==> config.mk <==
export PLATFORM = sky130hd
export DESIGN_NAME = acc_core
export DESIGN_NICKNAME = d
export VERILOG_FILES = /design/src/common/acc_pkg.sv /design/src/verilog/acc_core.sv /design/src/verilog/acc_scale.sv
export VERILOG_INCLUDE_DIRS = /design/src /design/src/common
export SDC_FILE = /design/constraint.sdc
export NUM_CORES = 2
export LEC_CHECK = 0
export BUFFER_PORTS_ARGS = -buffer_cell sky130_fd_sc_hd__buf_2
export CORE_ASPECT_RATIO = 0.9
export CORE_MARGIN = 2
export CORE_UTILIZATION = 50
export DETAILED_ROUTE_END_ITERATION = 8
export PLACE_DENSITY = 0.7
export SYNTH_ARGS = -nofsm -noshare
export SYNTH_HDL_FRONTEND = slang
export SYNTH_SLANG_ARGS = --single-unit
==> constraint.sdc <==
create_clock -name clk_sys -period 10.7 [get_ports clk_sys]
set_input_delay 1.07 -clock clk_sys [delete_from_list [all_inputs] [get_ports clk_sys]]
set_output_delay 1.07 -clock clk_sys [all_outputs]
set_load 0.01 [all_outputs]
==> src/common/acc_params.svh <==
// acc_params.svh: offsets, reset values and datapath figures of the calibration corrector.
// assumes: included by bare name from the package and the bench.
`ifndef ACC_PARAMS_SVH
`define ACC_PARAMS_SVH

// ----------------------------------------
// register offsets (serial control port)
// ----------------------------------------
`define ACC_ADDR_SYSTEM_OFFSET_A      8'h13
`define ACC_ADDR_SYSTEM_OFFSET_B      8'h14
`define ACC_ADDR_SCALE_A        8'h15
`define ACC_ADDR_SCALE_B        8'h16
`define ACC_ADDR_SELF_OFF       8'h17
`define ACC_ADDR_SELF_GAIN_BASE 8'h18
`define ACC_ADDR_SELF_GAIN_LAST 8'h1F

// ----------------------------------------
// reset values
// ----------------------------------------
`define ACC_RST_OFFSET          24'h00_0000
`define ACC_RST_GAIN            24'h80_0000
`define ACC_RST_RDATA           24'h00_0000

// ----------------------------------------
// datapath figures
// ----------------------------------------
`define ACC_WORD_W              24
`define ACC_FRAC_BITS           23
`define ACC_GAIN_SETTINGS       8
`define ACC_DEST_COUNT          8
`define ACC_PIPE_LAT            5

`endif

==> src/common/acc_pkg.sv <==
// acc_pkg.sv: types shared by the calibration corrector files.
// assumes: acc_params.svh is on the include path.
`include "acc_params.svh"

package acc_pkg;
   // signed result word, two's complement
   typedef logic signed [`ACC_WORD_W-1:0] acc_word_t;
   // unsigned fixed-point gain word, msb weighs one
   typedef logic [`ACC_WORD_W-1:0] acc_gain_t;
   // per-result system coefficient choice
   typedef enum logic [1:0] {
      ACC_SEL_A     = 2'b00,
      ACC_SEL_B     = 2'b01,
      ACC_SEL_OFF_0 = 2'b10,
      ACC_SEL_OFF_1 = 2'b11
   } acc_sel_t;
endpackage : acc_pkg

==> src/verilog/acc_core.sv <==
// acc_core.sv: calibration correction of raw conversion results plus its coefficient registers.
// assumes: one 25 MHz clock, synchronous active-high reset, a simple register port and a
// calibration engine outside that overwrites coefficients through its own write port.
`timescale 1ns/10ps

module acc_core
   import acc_pkg::*;
#(
   parameter int GAIN_SETTINGS = `ACC_GAIN_SETTINGS,
   parameter int DEST_COUNT    = `ACC_DEST_COUNT
) (
   // clock and reset
   input  wire logic                           clk_sys,
   input  wire logic                           srst,
   // register port
   input  wire logic                           reg_wr_en,
   input  wire logic                           reg_rd_en,
   input  wire logic [7:0]                     reg_addr,
   input  wire logic [`ACC_WORD_W-1:0]         reg_wdata,
   output      logic [`ACC_WORD_W-1:0]         reg_rdata_q,
   // on-demand calibration write port
   input  wire logic                           cal_wr_en,
   input  wire logic [7:0]                     cal_addr,
   input  wire logic [`ACC_WORD_W-1:0]         cal_wdata,
   // control bits
   input  wire logic                           self_offset_disable,
   input  wire logic                           polarity_mode_select,
   input  wire logic [2*DEST_COUNT-1:0]        result_coefficient_selection,
   input  wire logic [$clog2(GAIN_SETTINGS)-1:0] active_gain_sel,
   // raw conversion in
   input  wire logic                           conv_valid,
   input  wire acc_pkg::acc_word_t             conv_data,
   input  wire logic [$clog2(DEST_COUNT)-1:0]  conv_dest,
   // corrected result out
   output      logic                           res_valid_q,
   output      acc_pkg::acc_word_t             res_data_q,
   output      logic [$clog2(DEST_COUNT)-1:0]  res_dest_q
);
   // ----------------------------------------
   // elaboration checks
   // ----------------------------------------
   // a single destination would leave the destination index zero bits wide
   if (GAIN_SETTINGS != 8 || DEST_COUNT < 2 || DEST_COUNT > 8) begin : g_bad
      $error("acc_core: eight gain settings and two to eight destinations are served");
   end

   localparam int GI_W = $clog2(GAIN_SETTINGS);
   localparam int DI_W = $clog2(DEST_COUNT);

   // clamp a wide signed value into the result word
   function automatic acc_word_t acc_sat(input logic signed [25:0] v);
      if (v > 26'sh07F_FFFF) begin
         acc_sat = 24'h7F_FFFF;
      end else if (v < -26'sh080_0000) begin
         acc_sat = 24'h80_0000;
      end else begin
         acc_sat = v[23:0];
      end
   endfunction : acc_sat

   // ----------------------------------------
   // coefficient registers
   // ----------------------------------------
   acc_word_t off_a_q, off_a_d;                  // system offset a, signed
   acc_word_t off_b_q, off_b_d;                  // system offset b, signed
   acc_gain_t scale_a_q, scale_a_d;              // system scale a
   acc_gain_t scale_b_q, scale_b_d;              // system scale b
   acc_word_t selfoff_q, selfoff_d;              // self offset, always signed
   acc_gain_t selfgain_q [GAIN_SETTINGS];        // one self gain per amplifier setting
   acc_gain_t selfgain_d [GAIN_SETTINGS];
   logic [`ACC_WORD_W-1:0] reg_rdata_d;          // read answer

   // host write first, calibration write after so it wins a same-cycle clash
   always_comb begin
      off_a_d     = off_a_q;
      off_b_d     = off_b_q;
      scale_a_d   = scale_a_q;
      scale_b_d   = scale_b_q;
      selfoff_d   = selfoff_q;
      selfgain_d  = selfgain_q;
      reg_rdata_d = reg_rdata_q;
      // software write, value stays until the next write
      if (reg_wr_en) begin
         case (reg_addr)
            `ACC_ADDR_SYSTEM_OFFSET_A: off_a_d   = reg_wdata;
            `ACC_ADDR_SYSTEM_OFFSET_B: off_b_d   = reg_wdata;
            `ACC_ADDR_SCALE_A:   scale_a_d = reg_wdata;
            `ACC_ADDR_SCALE_B:   scale_b_d = reg_wdata;
            `ACC_ADDR_SELF_OFF:  selfoff_d = reg_wdata;
            default: begin
               if (reg_addr >= `ACC_ADDR_SELF_GAIN_BASE && reg_addr <= `ACC_ADDR_SELF_GAIN_LAST) begin
                  selfgain_d[GI_W'(reg_addr - `ACC_ADDR_SELF_GAIN_BASE)] = reg_wdata;
               end
            end
         endcase
      end
      // calibration run overwrites the stored value
      if (cal_wr_en) begin
         case (cal_addr)
            `ACC_ADDR_SYSTEM_OFFSET_A: off_a_d   = cal_wdata;
            `ACC_ADDR_SYSTEM_OFFSET_B: off_b_d   = cal_wdata;
            `ACC_ADDR_SCALE_A:   scale_a_d = cal_wdata;
            `ACC_ADDR_SCALE_B:   scale_b_d = cal_wdata;
            `ACC_ADDR_SELF_OFF:  selfoff_d = cal_wdata;
            default: begin
               if (cal_addr >= `ACC_ADDR_SELF_GAIN_BASE && cal_addr <= `ACC_ADDR_SELF_GAIN_LAST) begin
                  selfgain_d[GI_W'(cal_addr - `ACC_ADDR_SELF_GAIN_BASE)] = cal_wdata;
               end
            end
         endcase
      end
      // read shows stored value, unmapped offsets read zero
      if (reg_rd_en) begin
         case (reg_addr)
            `ACC_ADDR_SYSTEM_OFFSET_A: reg_rdata_d = off_a_q;
            `ACC_ADDR_SYSTEM_OFFSET_B: reg_rdata_d = off_b_q;
            `ACC_ADDR_SCALE_A:   reg_rdata_d = scale_a_q;
            `ACC_ADDR_SCALE_B:   reg_rdata_d = scale_b_q;
            `ACC_ADDR_SELF_OFF:  reg_rdata_d = selfoff_q;
            default: begin
               if (reg_addr >= `ACC_ADDR_SELF_GAIN_BASE && reg_addr <= `ACC_ADDR_SELF_GAIN_LAST) begin
                  reg_rdata_d = selfgain_q[GI_W'(reg_addr - `ACC_ADDR_SELF_GAIN_BASE)];
               end else begin
                  reg_rdata_d = `ACC_RST_RDATA;
               end
            end
         endcase
      end
   end

   // register the coefficients
   always_ff @(posedge clk_sys) begin
      if (srst) begin
         off_a_q     <= `ACC_RST_OFFSET;
         off_b_q     <= `ACC_RST_OFFSET;
         scale_a_q   <= `ACC_RST_GAIN;
         scale_b_q   <= `ACC_RST_GAIN;
         selfoff_q   <= `ACC_RST_OFFSET;
         reg_rdata_q <= `ACC_RST_RDATA;
         for (int i = 0; i < GAIN_SETTINGS; i++) begin
            selfgain_q[i] <= `ACC_RST_GAIN;
         end
      end else begin
         off_a_q     <= off_a_d;
         off_b_q     <= off_b_d;
         scale_a_q   <= scale_a_d;
         scale_b_q   <= scale_b_d;
         selfoff_q   <= selfoff_d;
         reg_rdata_q <= reg_rdata_d;
         selfgain_q  <= selfgain_d;
      end
   end

   // ----------------------------------------
   // correction pipeline
   // ----------------------------------------
   logic [4:0] v_q, v_d;                         // stage valids, bit 4 is the output
   acc_word_t  s1_q, s1_d, s2_q, s2_d;           // after self offset, after self gain
   acc_word_t  s3_q, s3_d, s4_q, s4_d;           // after system offset, after system gain
   acc_word_t  res_d;
   logic [GI_W-1:0] gi1_q, gi1_d;                // gain setting in force for the result
   logic [DI_W-1:0] d1_q, d2_q, d3_q, d4_q;      // destination carried along
   logic [DI_W-1:0] d1_d, d2_d, d3_d, d4_d, dres_d;
   acc_sel_t   sel3_q, sel3_d;                   // choice carried into the gain stage
   acc_sel_t   sel2;                             // choice looked up for stage three
   acc_word_t  self_scaled, sys_scaled;          // multiplier outputs
   acc_gain_t  sys_gain;                         // scale a or b

   // self gain stage, unsigned gain
   acc_scale #(.IN_W(`ACC_WORD_W), .G_W(`ACC_WORD_W), .FRAC(`ACC_FRAC_BITS)) u_self_scale (
      .value  (s1_q),
      .gain   (selfgain_q[gi1_q]),
      .scaled (self_scaled)
   );

   // system gain stage, reaches 1.999999881x at most
   acc_scale #(.IN_W(`ACC_WORD_W), .G_W(`ACC_WORD_W), .FRAC(`ACC_FRAC_BITS)) u_sys_scale (
      .value  (s3_q),
      .gain   (sys_gain),
      .scaled (sys_scaled)
   );

   // next values of every stage
   always_comb begin
      sel2     = acc_sel_t'(result_coefficient_selection[2*d2_q +: 2]);
      sys_gain = (sel3_q == ACC_SEL_B) ? scale_b_q : scale_a_q;
      v_d      = {v_q[3:0], conv_valid};
      // stage 1: self offset first, signed, skipped when disabled
      s1_d     = self_offset_disable ? conv_data
                                     : acc_sat(26'(conv_data) - 26'(selfoff_q));
      gi1_d    = active_gain_sel;
      d1_d     = conv_dest;
      // stage 2: self gain, clamped inside the multiplier
      s2_d     = self_scaled;
      d2_d     = d1_q;
      // stage 3: system offset a or b, self-only codes pass through
      case (sel2)
         ACC_SEL_A: s3_d = acc_sat(26'(s2_q) - 26'(off_a_q));
         ACC_SEL_B: s3_d = acc_sat(26'(s2_q) - 26'(off_b_q));
         default:   s3_d = s2_q;
      endcase
      sel3_d   = sel2;
      d3_d     = d2_q;
      // stage 4: system gain, unsigned, skipped for self-only codes
      s4_d     = (sel3_q[1] == 1'b0) ? sys_scaled : s3_q;
      d4_d     = d3_q;
      // stage 5: unipolar doubling comes last, clamped
      res_d    = polarity_mode_select ? acc_sat(26'(s4_q) <<< 1) : s4_q;
      dres_d   = d4_q;
   end

   // register the stages; inner data flops carry no reset, only valids and the output data and destination do
   always_ff @(posedge clk_sys) begin
      if (srst) begin
         v_q <= 5'h0;
      end else begin
         v_q <= v_d;
      end
      s1_q       <= s1_d;
      gi1_q      <= gi1_d;
      d1_q       <= d1_d;
      s2_q       <= s2_d;
      d2_q       <= d2_d;
      s3_q       <= s3_d;
      sel3_q     <= sel3_d;
      d3_q       <= d3_d;
      s4_q       <= s4_d;
      d4_q       <= d4_d;
      if (srst) begin
         res_data_q <= 24'h00_0000;
         res_dest_q <= '0;
      end else begin
         res_data_q <= res_d;
         res_dest_q <= dres_d;
      end
   end

   assign res_valid_q = v_q[4];
endmodule : acc_core

==> src/verilog/acc_scale.sv <==
// acc_scale.sv: signed value times unsigned fixed-point gain, clamped to the value width.
// assumes: gain msb weighs one, lsb weighs two to the minus FRAC; purely combinational.
`timescale 1ns/10ps

module acc_scale #(
   parameter int IN_W = 24,
   parameter int G_W  = 24,
   parameter int FRAC = 23
) (
   // operands
   input  wire logic signed [IN_W-1:0] value,
   input  wire logic        [G_W-1:0]  gain,
   // clamped product
   output      logic signed [IN_W-1:0] scaled
);
   // ----------------------------------------
   // elaboration checks
   // ----------------------------------------
   if (FRAC >= G_W || IN_W < 2) begin : g_bad
      $error("acc_scale: FRAC must be below G_W and IN_W at least 2");
   end

   localparam int P_W = IN_W + G_W + 1;

   logic signed [P_W-1:0] prod;      // full product
   logic signed [P_W-1:0] shifted;   // binary point removed
   logic signed [P_W-1:0] max_v;     // positive full scale
   logic signed [P_W-1:0] min_v;     // negative full scale

   // ----------------------------------------
   // multiply and clamp
   // ----------------------------------------
   always_comb begin
      // gain padded with a zero so it can never turn negative
      prod    = P_W'(value) * $signed({1'b0, gain});
      shifted = prod >>> FRAC;
      max_v   = P_W'({1'b0, {(IN_W-1){1'b1}}});
      min_v   = -max_v - P_W'(1);
      // clamp rather than wrap, a wrapped code flips sign
      if (shifted > max_v) begin
         scaled = {1'b0, {(IN_W-1){1'b1}}};
      end else if (shifted < min_v) begin
         scaled = {1'b1, {(IN_W-1){1'b0}}};
      end else begin
         scaled = shifted[IN_W-1:0];
      end
   end
endmodule : acc_scale
# Yosys cells after proc, flatten, opt, wreduce, memory -nomap -nowiden
# Index checks and enable logic that the tools add are counted.
# totals
reg_bits	481
in_bits	118
out_inout_bits	52
wordCells	134
# classes
n_addsub	5
multipliers	2
n_lt_le_gt_ge	21
n_eq_ne	12
shifts	1
muxes	56
bitwise_logic	3
reduce_logical	7
# ops
cell	count
192-bit 2-to-1 mux	6
24-bit 2-to-1 mux	42
192-bit bitwise mux	2
24-bit binary-select mux with 3-bit select	2
24-bit demux with 3-bit select	2
24-bit case mux with 5 select lines	1
25-bit by 24-bit greater-than comparator with 1-bit output (second input constant)	4
25-bit by 24-bit less-than comparator with 1-bit output (second input constant)	4
24-bit by 25-bit multiplier with 49-bit output	2
8-bit by 5-bit equality test with 1-bit output (second input constant)	10
24-bit by 24-bit subtractor with 25-bit output	3
26-bit by 24-bit greater-than comparator with 1-bit output (second input constant)	2
26-bit by 24-bit less-than comparator with 1-bit output (second input constant)	2
24-bit case mux with 2 select lines	1
8-bit by 5-bit greater-or-equal comparator with 1-bit output (second input constant)	2
8-bit by 5-bit less-or-equal comparator with 1-bit output (second input constant)	2
16-bit by 5-bit variable part select with 2-bit output	1
4-bit greater-or-equal comparator (second input constant)	3
3-bit inverter with 4-bit output	3
5-bit OR reduction	2
4-bit by 1-bit less-than comparator with 1-bit output (second input constant)	2
3-bit by 1-bit subtractor with 3-bit output (second input constant)	2
2-bit by 1-bit equality test with 1-bit output (second input constant)	2
1-bit logical AND	4
2-bit zero test	1

# Logic depth before layout (Yosys ltp)
# depth
word_depth	14
depth_mapped	32
depth_no_buf	28

# Hierarchy
# A second synthesis with hierarchy kept.
# hier_totals
cells_unflattened	7620
hier_area_um2	66115.9
# by_module_without_submodules
mod	n_inst	cells_each	area_each_um2	seq_area_each_um2
acc_core	1	3171	27234.9	9629.2
acc_scale at u_sys_scale	1	2248	19506.2	0.0
acc_scale at u_self_scale	1	2201	19374.8	0.0

# Worst setup path before layout
# No wires, ideal clock.
# synth_path
kind	register to register
from	reg gi1_q[0]
to	reg s2_q[15]
t_arrival_ps	8539
t_required_ps	10586
path_slack_ps	2047
path_stages_with_launch	30
n_path_buf	4
cell_sequence	dfxtp_1 -> buf_6 -> buf_1 -> mux4_2 -> mux2_2 -> clkbuf_1 -> and2_1 -> fa_1 -> inv_1 -> fa_1 -> fa_1 -> fa_1 -> inv_1 -> fa_1 -> fa_1 -> inv_1 -> fa_1 -> inv_1 -> ha_1 -> a21o_1 -> a21o_1 -> a2111oi_0 -> o211ai_1 -> o2111a_1 -> nor4b_4 -> o41ai_4 -> xnor2_4 -> o31ai_2 -> buf_6 -> a21o_1
# synth_via
elab_chain_len	7
elab_cells_between_ends	8
# synth_rtl
element	line	source
start, declared	acc_core.sv:161	logic [GI_W-1:0] gi1_q, gi1_d;
start signal, assigned	acc_core.sv:220	gi1_q <= gi1_d;
3-bit inverter with 4-bit output (implied by the code) *	acc_core.sv:172	.gain (selfgain_q[gi1_q]),
24-bit binary-select mux with 3-bit select *	acc_core.sv:172	
24-bit 2-to-1 mux (implied by the code) * (2 in series)	acc_core.sv:172	
24-bit by 25-bit multiplier with 49-bit output *	acc_scale.sv:35	prod = P_W'(value) * $signed({1'b0, gain});
26-bit by 24-bit less-than comparator with 1-bit output	acc_scale.sv:42	end else if (shifted < min_v) begin
24-bit 2-to-1 mux	acc_scale.sv:42	
end signal, assigned	acc_core.sv:222	s2_q <= s2_d;
end, declared	acc_core.sv:158	acc_word_t s1_q, s1_d, s2_q, s2_d;
# Mark *: on every way between the ends. The rest lies on a longest branch, timed or not. The select of a mux whose other input is x is not followed.
# A chain may end at the register's enable or synchronous reset.

# Worst setup path after layout
# layout_path
from	reg sel3_q[1]
to	reg s4_q[0]
# layout_via
elab_chain_len	7
elab_cells_between_ends	8
# layout_rtl
element	line	source
start, declared	acc_core.sv:164	acc_sel_t sel3_q, sel3_d;
start signal, assigned	acc_core.sv:225	sel3_q <= sel3_d;
2-bit by 1-bit equality test with 1-bit output	acc_core.sv:186	sys_gain = (sel3_q == ACC_SEL_B) ? scale_b_q : scale_a_q;
24-bit 2-to-1 mux	acc_core.sv:186	
24-bit by 25-bit multiplier with 49-bit output	acc_scale.sv:35	
26-bit by 24-bit less-than comparator with 1-bit output	acc_scale.sv:42	
24-bit 2-to-1 mux	acc_scale.sv:42	
24-bit 2-to-1 mux	acc_scale.sv:40	if (shifted > max_v) begin
24-bit 2-to-1 mux *	acc_core.sv:205	s4_d = (sel3_q[1] == 1'b0) ? sys_scaled : s3_q;
via s4_d[0]	acc_core.sv:159	acc_word_t s3_q, s3_d, s4_q, s4_d;
end signal, assigned	acc_core.sv:227	s4_q <= s4_d;
end, declared	acc_core.sv:159	
# Mark *: on every way through the listed nets, which the timed path passes. The rest lies on a longest branch.

==> results.sh <==
export IMPL_synth_top_area_cell="fa_1"
export IMPL_p_leak_nw=32.3
export IMPL_drt_first_pass_iters=9
export IMPL_synthToLayoutAreaGrowth_pct=5.73
export IMPL_max_stage_delay_ps=740
export IMPL_critPathKind="flop to flop"
export IMPL_ant_nets=0
export IMPL_place_ws_ps=1120
export IMPL_grt_pass1_vias=56900
export IMPL_vdd_drop_max_mv=0.191
export IMPL_synth_flop_cell="dfxtp_1"
export IMPL_layout_nets=8872
export IMPL_crit_buf_inv=9
export IMPL_setup_viol=0
export IMPL_antenna_found_initial=21
export IMPL_cts_tree="built"
export IMPL_dieArea_um2=134000
export IMPL_cp_common_cell="fa_1"
export IMPL_timing_final_ws_setup_ps=1040
export IMPL_core_um2=131000
export IMPL_path_max_fanout=27
export IMPL_powerDensity_nw_per_um2=133
export IMPL_syn_instance_count=7534
export IMPL_synth_cell_area_um2=65800
export IMPL_viasPerCell=6.05
export IMPL_report_final_slew_viol_count=0
export IMPL_crit_family="adder cells"
export IMPL_whs_ps=320
export IMPL_min_period_ps=9660
export IMPL_cap_violations=0
export IMPL_largest_reg_flops=192
export IMPL_worstSetupStartpointType="flop"
export IMPL_fin_setup_tns_ps=0
export IMPL_cp_arrival_ps=10150
export IMPL_port_buffers=169
export IMPL_synth_top_area_share_pct=29.4
export IMPL_die_x_um=386
export IMPL_hold_path_class="flop to flop"
export IMPL_slowest_stage="a21oi_1"
export IMPL_wl_per_cell_um=23.4
export IMPL_die_y_um=348
export IMPL_routed_via_count=55100
export IMPL_cts_max_level=2
export IMPL_ys_types=95
export IMPL_slew_headroom_pct=10.3
export IMPL_std_cell_rows=126
export IMPL_worst_slew_pin_slew_ps=1340
export IMPL_synth_edf_count=0
export IMPL_drive_above_1_share_pct=8.45
export IMPL_post_route_period_util_pct=90.3
export IMPL_clock_path_buffers=3
export IMPL_synth_seq_cells=481
export IMPL_fin_cells=9111
export IMPL_grt_pass1_wl_um=332000
export IMPL_hold_buffers=0
export IMPL_worstSkewPairLatency_ps=680
export IMPL_ys_top_cells_by_area="fa_1 (29%), dfxtp_1 (15%), ha_1 (8.9%)"
export IMPL_grt_ovfl_total=0
export IMPL_drt_iter0_markers=6313
export IMPL_drc=3
export IMPL_yosys_warnings=0
export IMPL_fin_skew_ps=63.8
export IMPL_fmax_ghz=0.104
export IMPL_initial_core_util_pct=50.3
export IMPL_grt_usage_pct=32.0
export IMPL_ctsResizeCount=0
export IMPL_hpwl_um=155000
export IMPL_rsz0062_at_grt="no"
export IMPL_ctsRootBufferMaster="clkbuf_16"
export IMPL_critPathRequiredTime_ps=11190
export IMPL_crit_path_end_kind="flop"
export IMPL_synth_fp_nets=9085
export IMPL_path_clk_slew_ps=60
export IMPL_status="finished, violations left"
export IMPL_cts_sinks=481
export IMPL_syn_avg_cell_area_um2=8.73
export IMPL_cts_buffers=54
export IMPL_top_register="selfgain_q"
export IMPL_hold_viol=0
export IMPL_grt_max_degree=215
export IMPL_post_place_cells=8993
export IMPL_ios=170
export IMPL_routed_wl_um=213000
export IMPL_gp_routability_congestion=0.946
export IMPL_yosysSeqAreaShare_pct=14.6
export IMPL_postCtsSetupBuffers=0
export IMPL_async_reset_ff_share_pct=0
export IMPL_violations="DRC"
==> metrics by stage <==
step	cell area [um^2]	total power (W)	utilization, %
after floorplan	65800	0.00553	-
after global placement	67500	0.00702	51.6
after detailed placement	67500	0.00708	51.6
after CTS	69500	0.00916	53.1
after global routing	69500	0.00982	53.1
final	69500	0.00925	53.1
==> layer usage <==
metal / up-vias / global-route usage (%) / share of wire [%]
met5: - / 0 / 0.016
li1: 23900 / - / -
met2: 3121 / 48.8 / 44
met3: 518 / 7.53 / 11
met4: 6 / 13.0 / 4.3
met1: 27600 / 43.8 / 40
==> Yosys cell counts (all sizes together), types with 8 or more instances <==
master and count:
mux2i 167, a221o 25, nor2 523, dfxtp 481
a31oi 14, xor2 36, nor2b 56, a31o 8
mux2 84, o21a 14, o21bai 19, inv 1184
nand3 189, mux4 103, a21oi 225, buf 48
a311oi 166, or3 10, fa 965, nand4 28
a21o 111, ha 468, or2 38, a222oi 21
nor4 8, nand2b 29, nand2 929, o21ai 144
nor3 44, o211ai 9, o31ai 11, a22oi 12
and2 537, xnor2 66, clkbuf 478, and3 22
a211oi 179
==> kinds of logic after synthesis <==
| family | count (synthesis) | share of synthesized area (%) |
|---|---|---|
| DFF | 481 | 14.6 |
| AOI/OAI and AO/OA | 1018 | 11.0 |
| buffers and inverters | 1710 | 9.84 |
| adders and majority gates | 1434 | 38.3 |
| and+or+nand+nor | 2435 | 17.3 |
| xor gates and xnor gates | 102 | 1.39 |
| muxes | 354 | 7.52 |
==> cells in the final DEF (no fill, tap or decap), types with 29 or more instances in the layout <==
| cell | Yosys | final |
|---|---|---|
| inv_1 | 1183 | 1183 |
| buf_2 | 8 | 166 |
| mux2i_1 | 167 | 167 |
| mux4_2 | 101 | 101 |
| nor3_1 | 44 | 43 |
| o21ai_0 | 140 | 140 |
| mux2_2 | 83 | 83 |
| xnor2_1 | 65 | 65 |
| a311oi_1 | 166 | 166 |
| dfxtp_1 | 481 | 479 |
| nor2_1 | 523 | 521 |
| xor2_1 | 36 | 36 |
| a21o_1 | 111 | 111 |
| a211oi_1 | 178 | 177 |
| a21oi_1 | 224 | 224 |
| buf_4 | 1 | 88 |
| fa_1 | 965 | 965 |
| or2_2 | 38 | 38 |
| nand2b_1 | 29 | 29 |
| nand2_1 | 929 | 921 |
| clkbuf_16 | 0 | 54 |
| nand3_1 | 189 | 183 |
| nor2b_1 | 56 | 53 |
| and2_1 | 536 | 535 |
| ha_1 | 468 | 468 |
==> layout make-up <==
class | count | area, um^2
fillers | 12000 | 61300
inverters | 1184 | 4440
clock buffers | 72 | 1510
flip-flops and latches | 481 | 9630
multi-input cells | 5343 | 49800
clock inverters | 26 | 429
repair buffers | 257 | 1550
diodes | 20 | 50.0
well taps | 1728 | 2160
==> report_power, final <==
part / total, W / switching [W] / internal (W)
logic: 0.00481 / 0.00303 / 0.00179
clock network: 0.00206 / 0.000849 / 0.00121
registers: 0.00237 / 0.000374 / 0.00200
total: 0.00925 / 0.00425 / 0.00500
==> path summary, 6_finish.rpt <==
kind / depth (start not counted) / start / end / slack (ps)
setup / recovery: 30 / sel3_q[1] / s4_q[0] / 1040
hold / removal: 0 / d3_q[1] / d4_q[1] / 320
setup reg to reg: 30 / sel3_q[1] / s4_q[0] / 1040
hold reg to reg: 0 / d3_q[1] / d4_q[1] / 320
(Power assumes the default switching activity.)
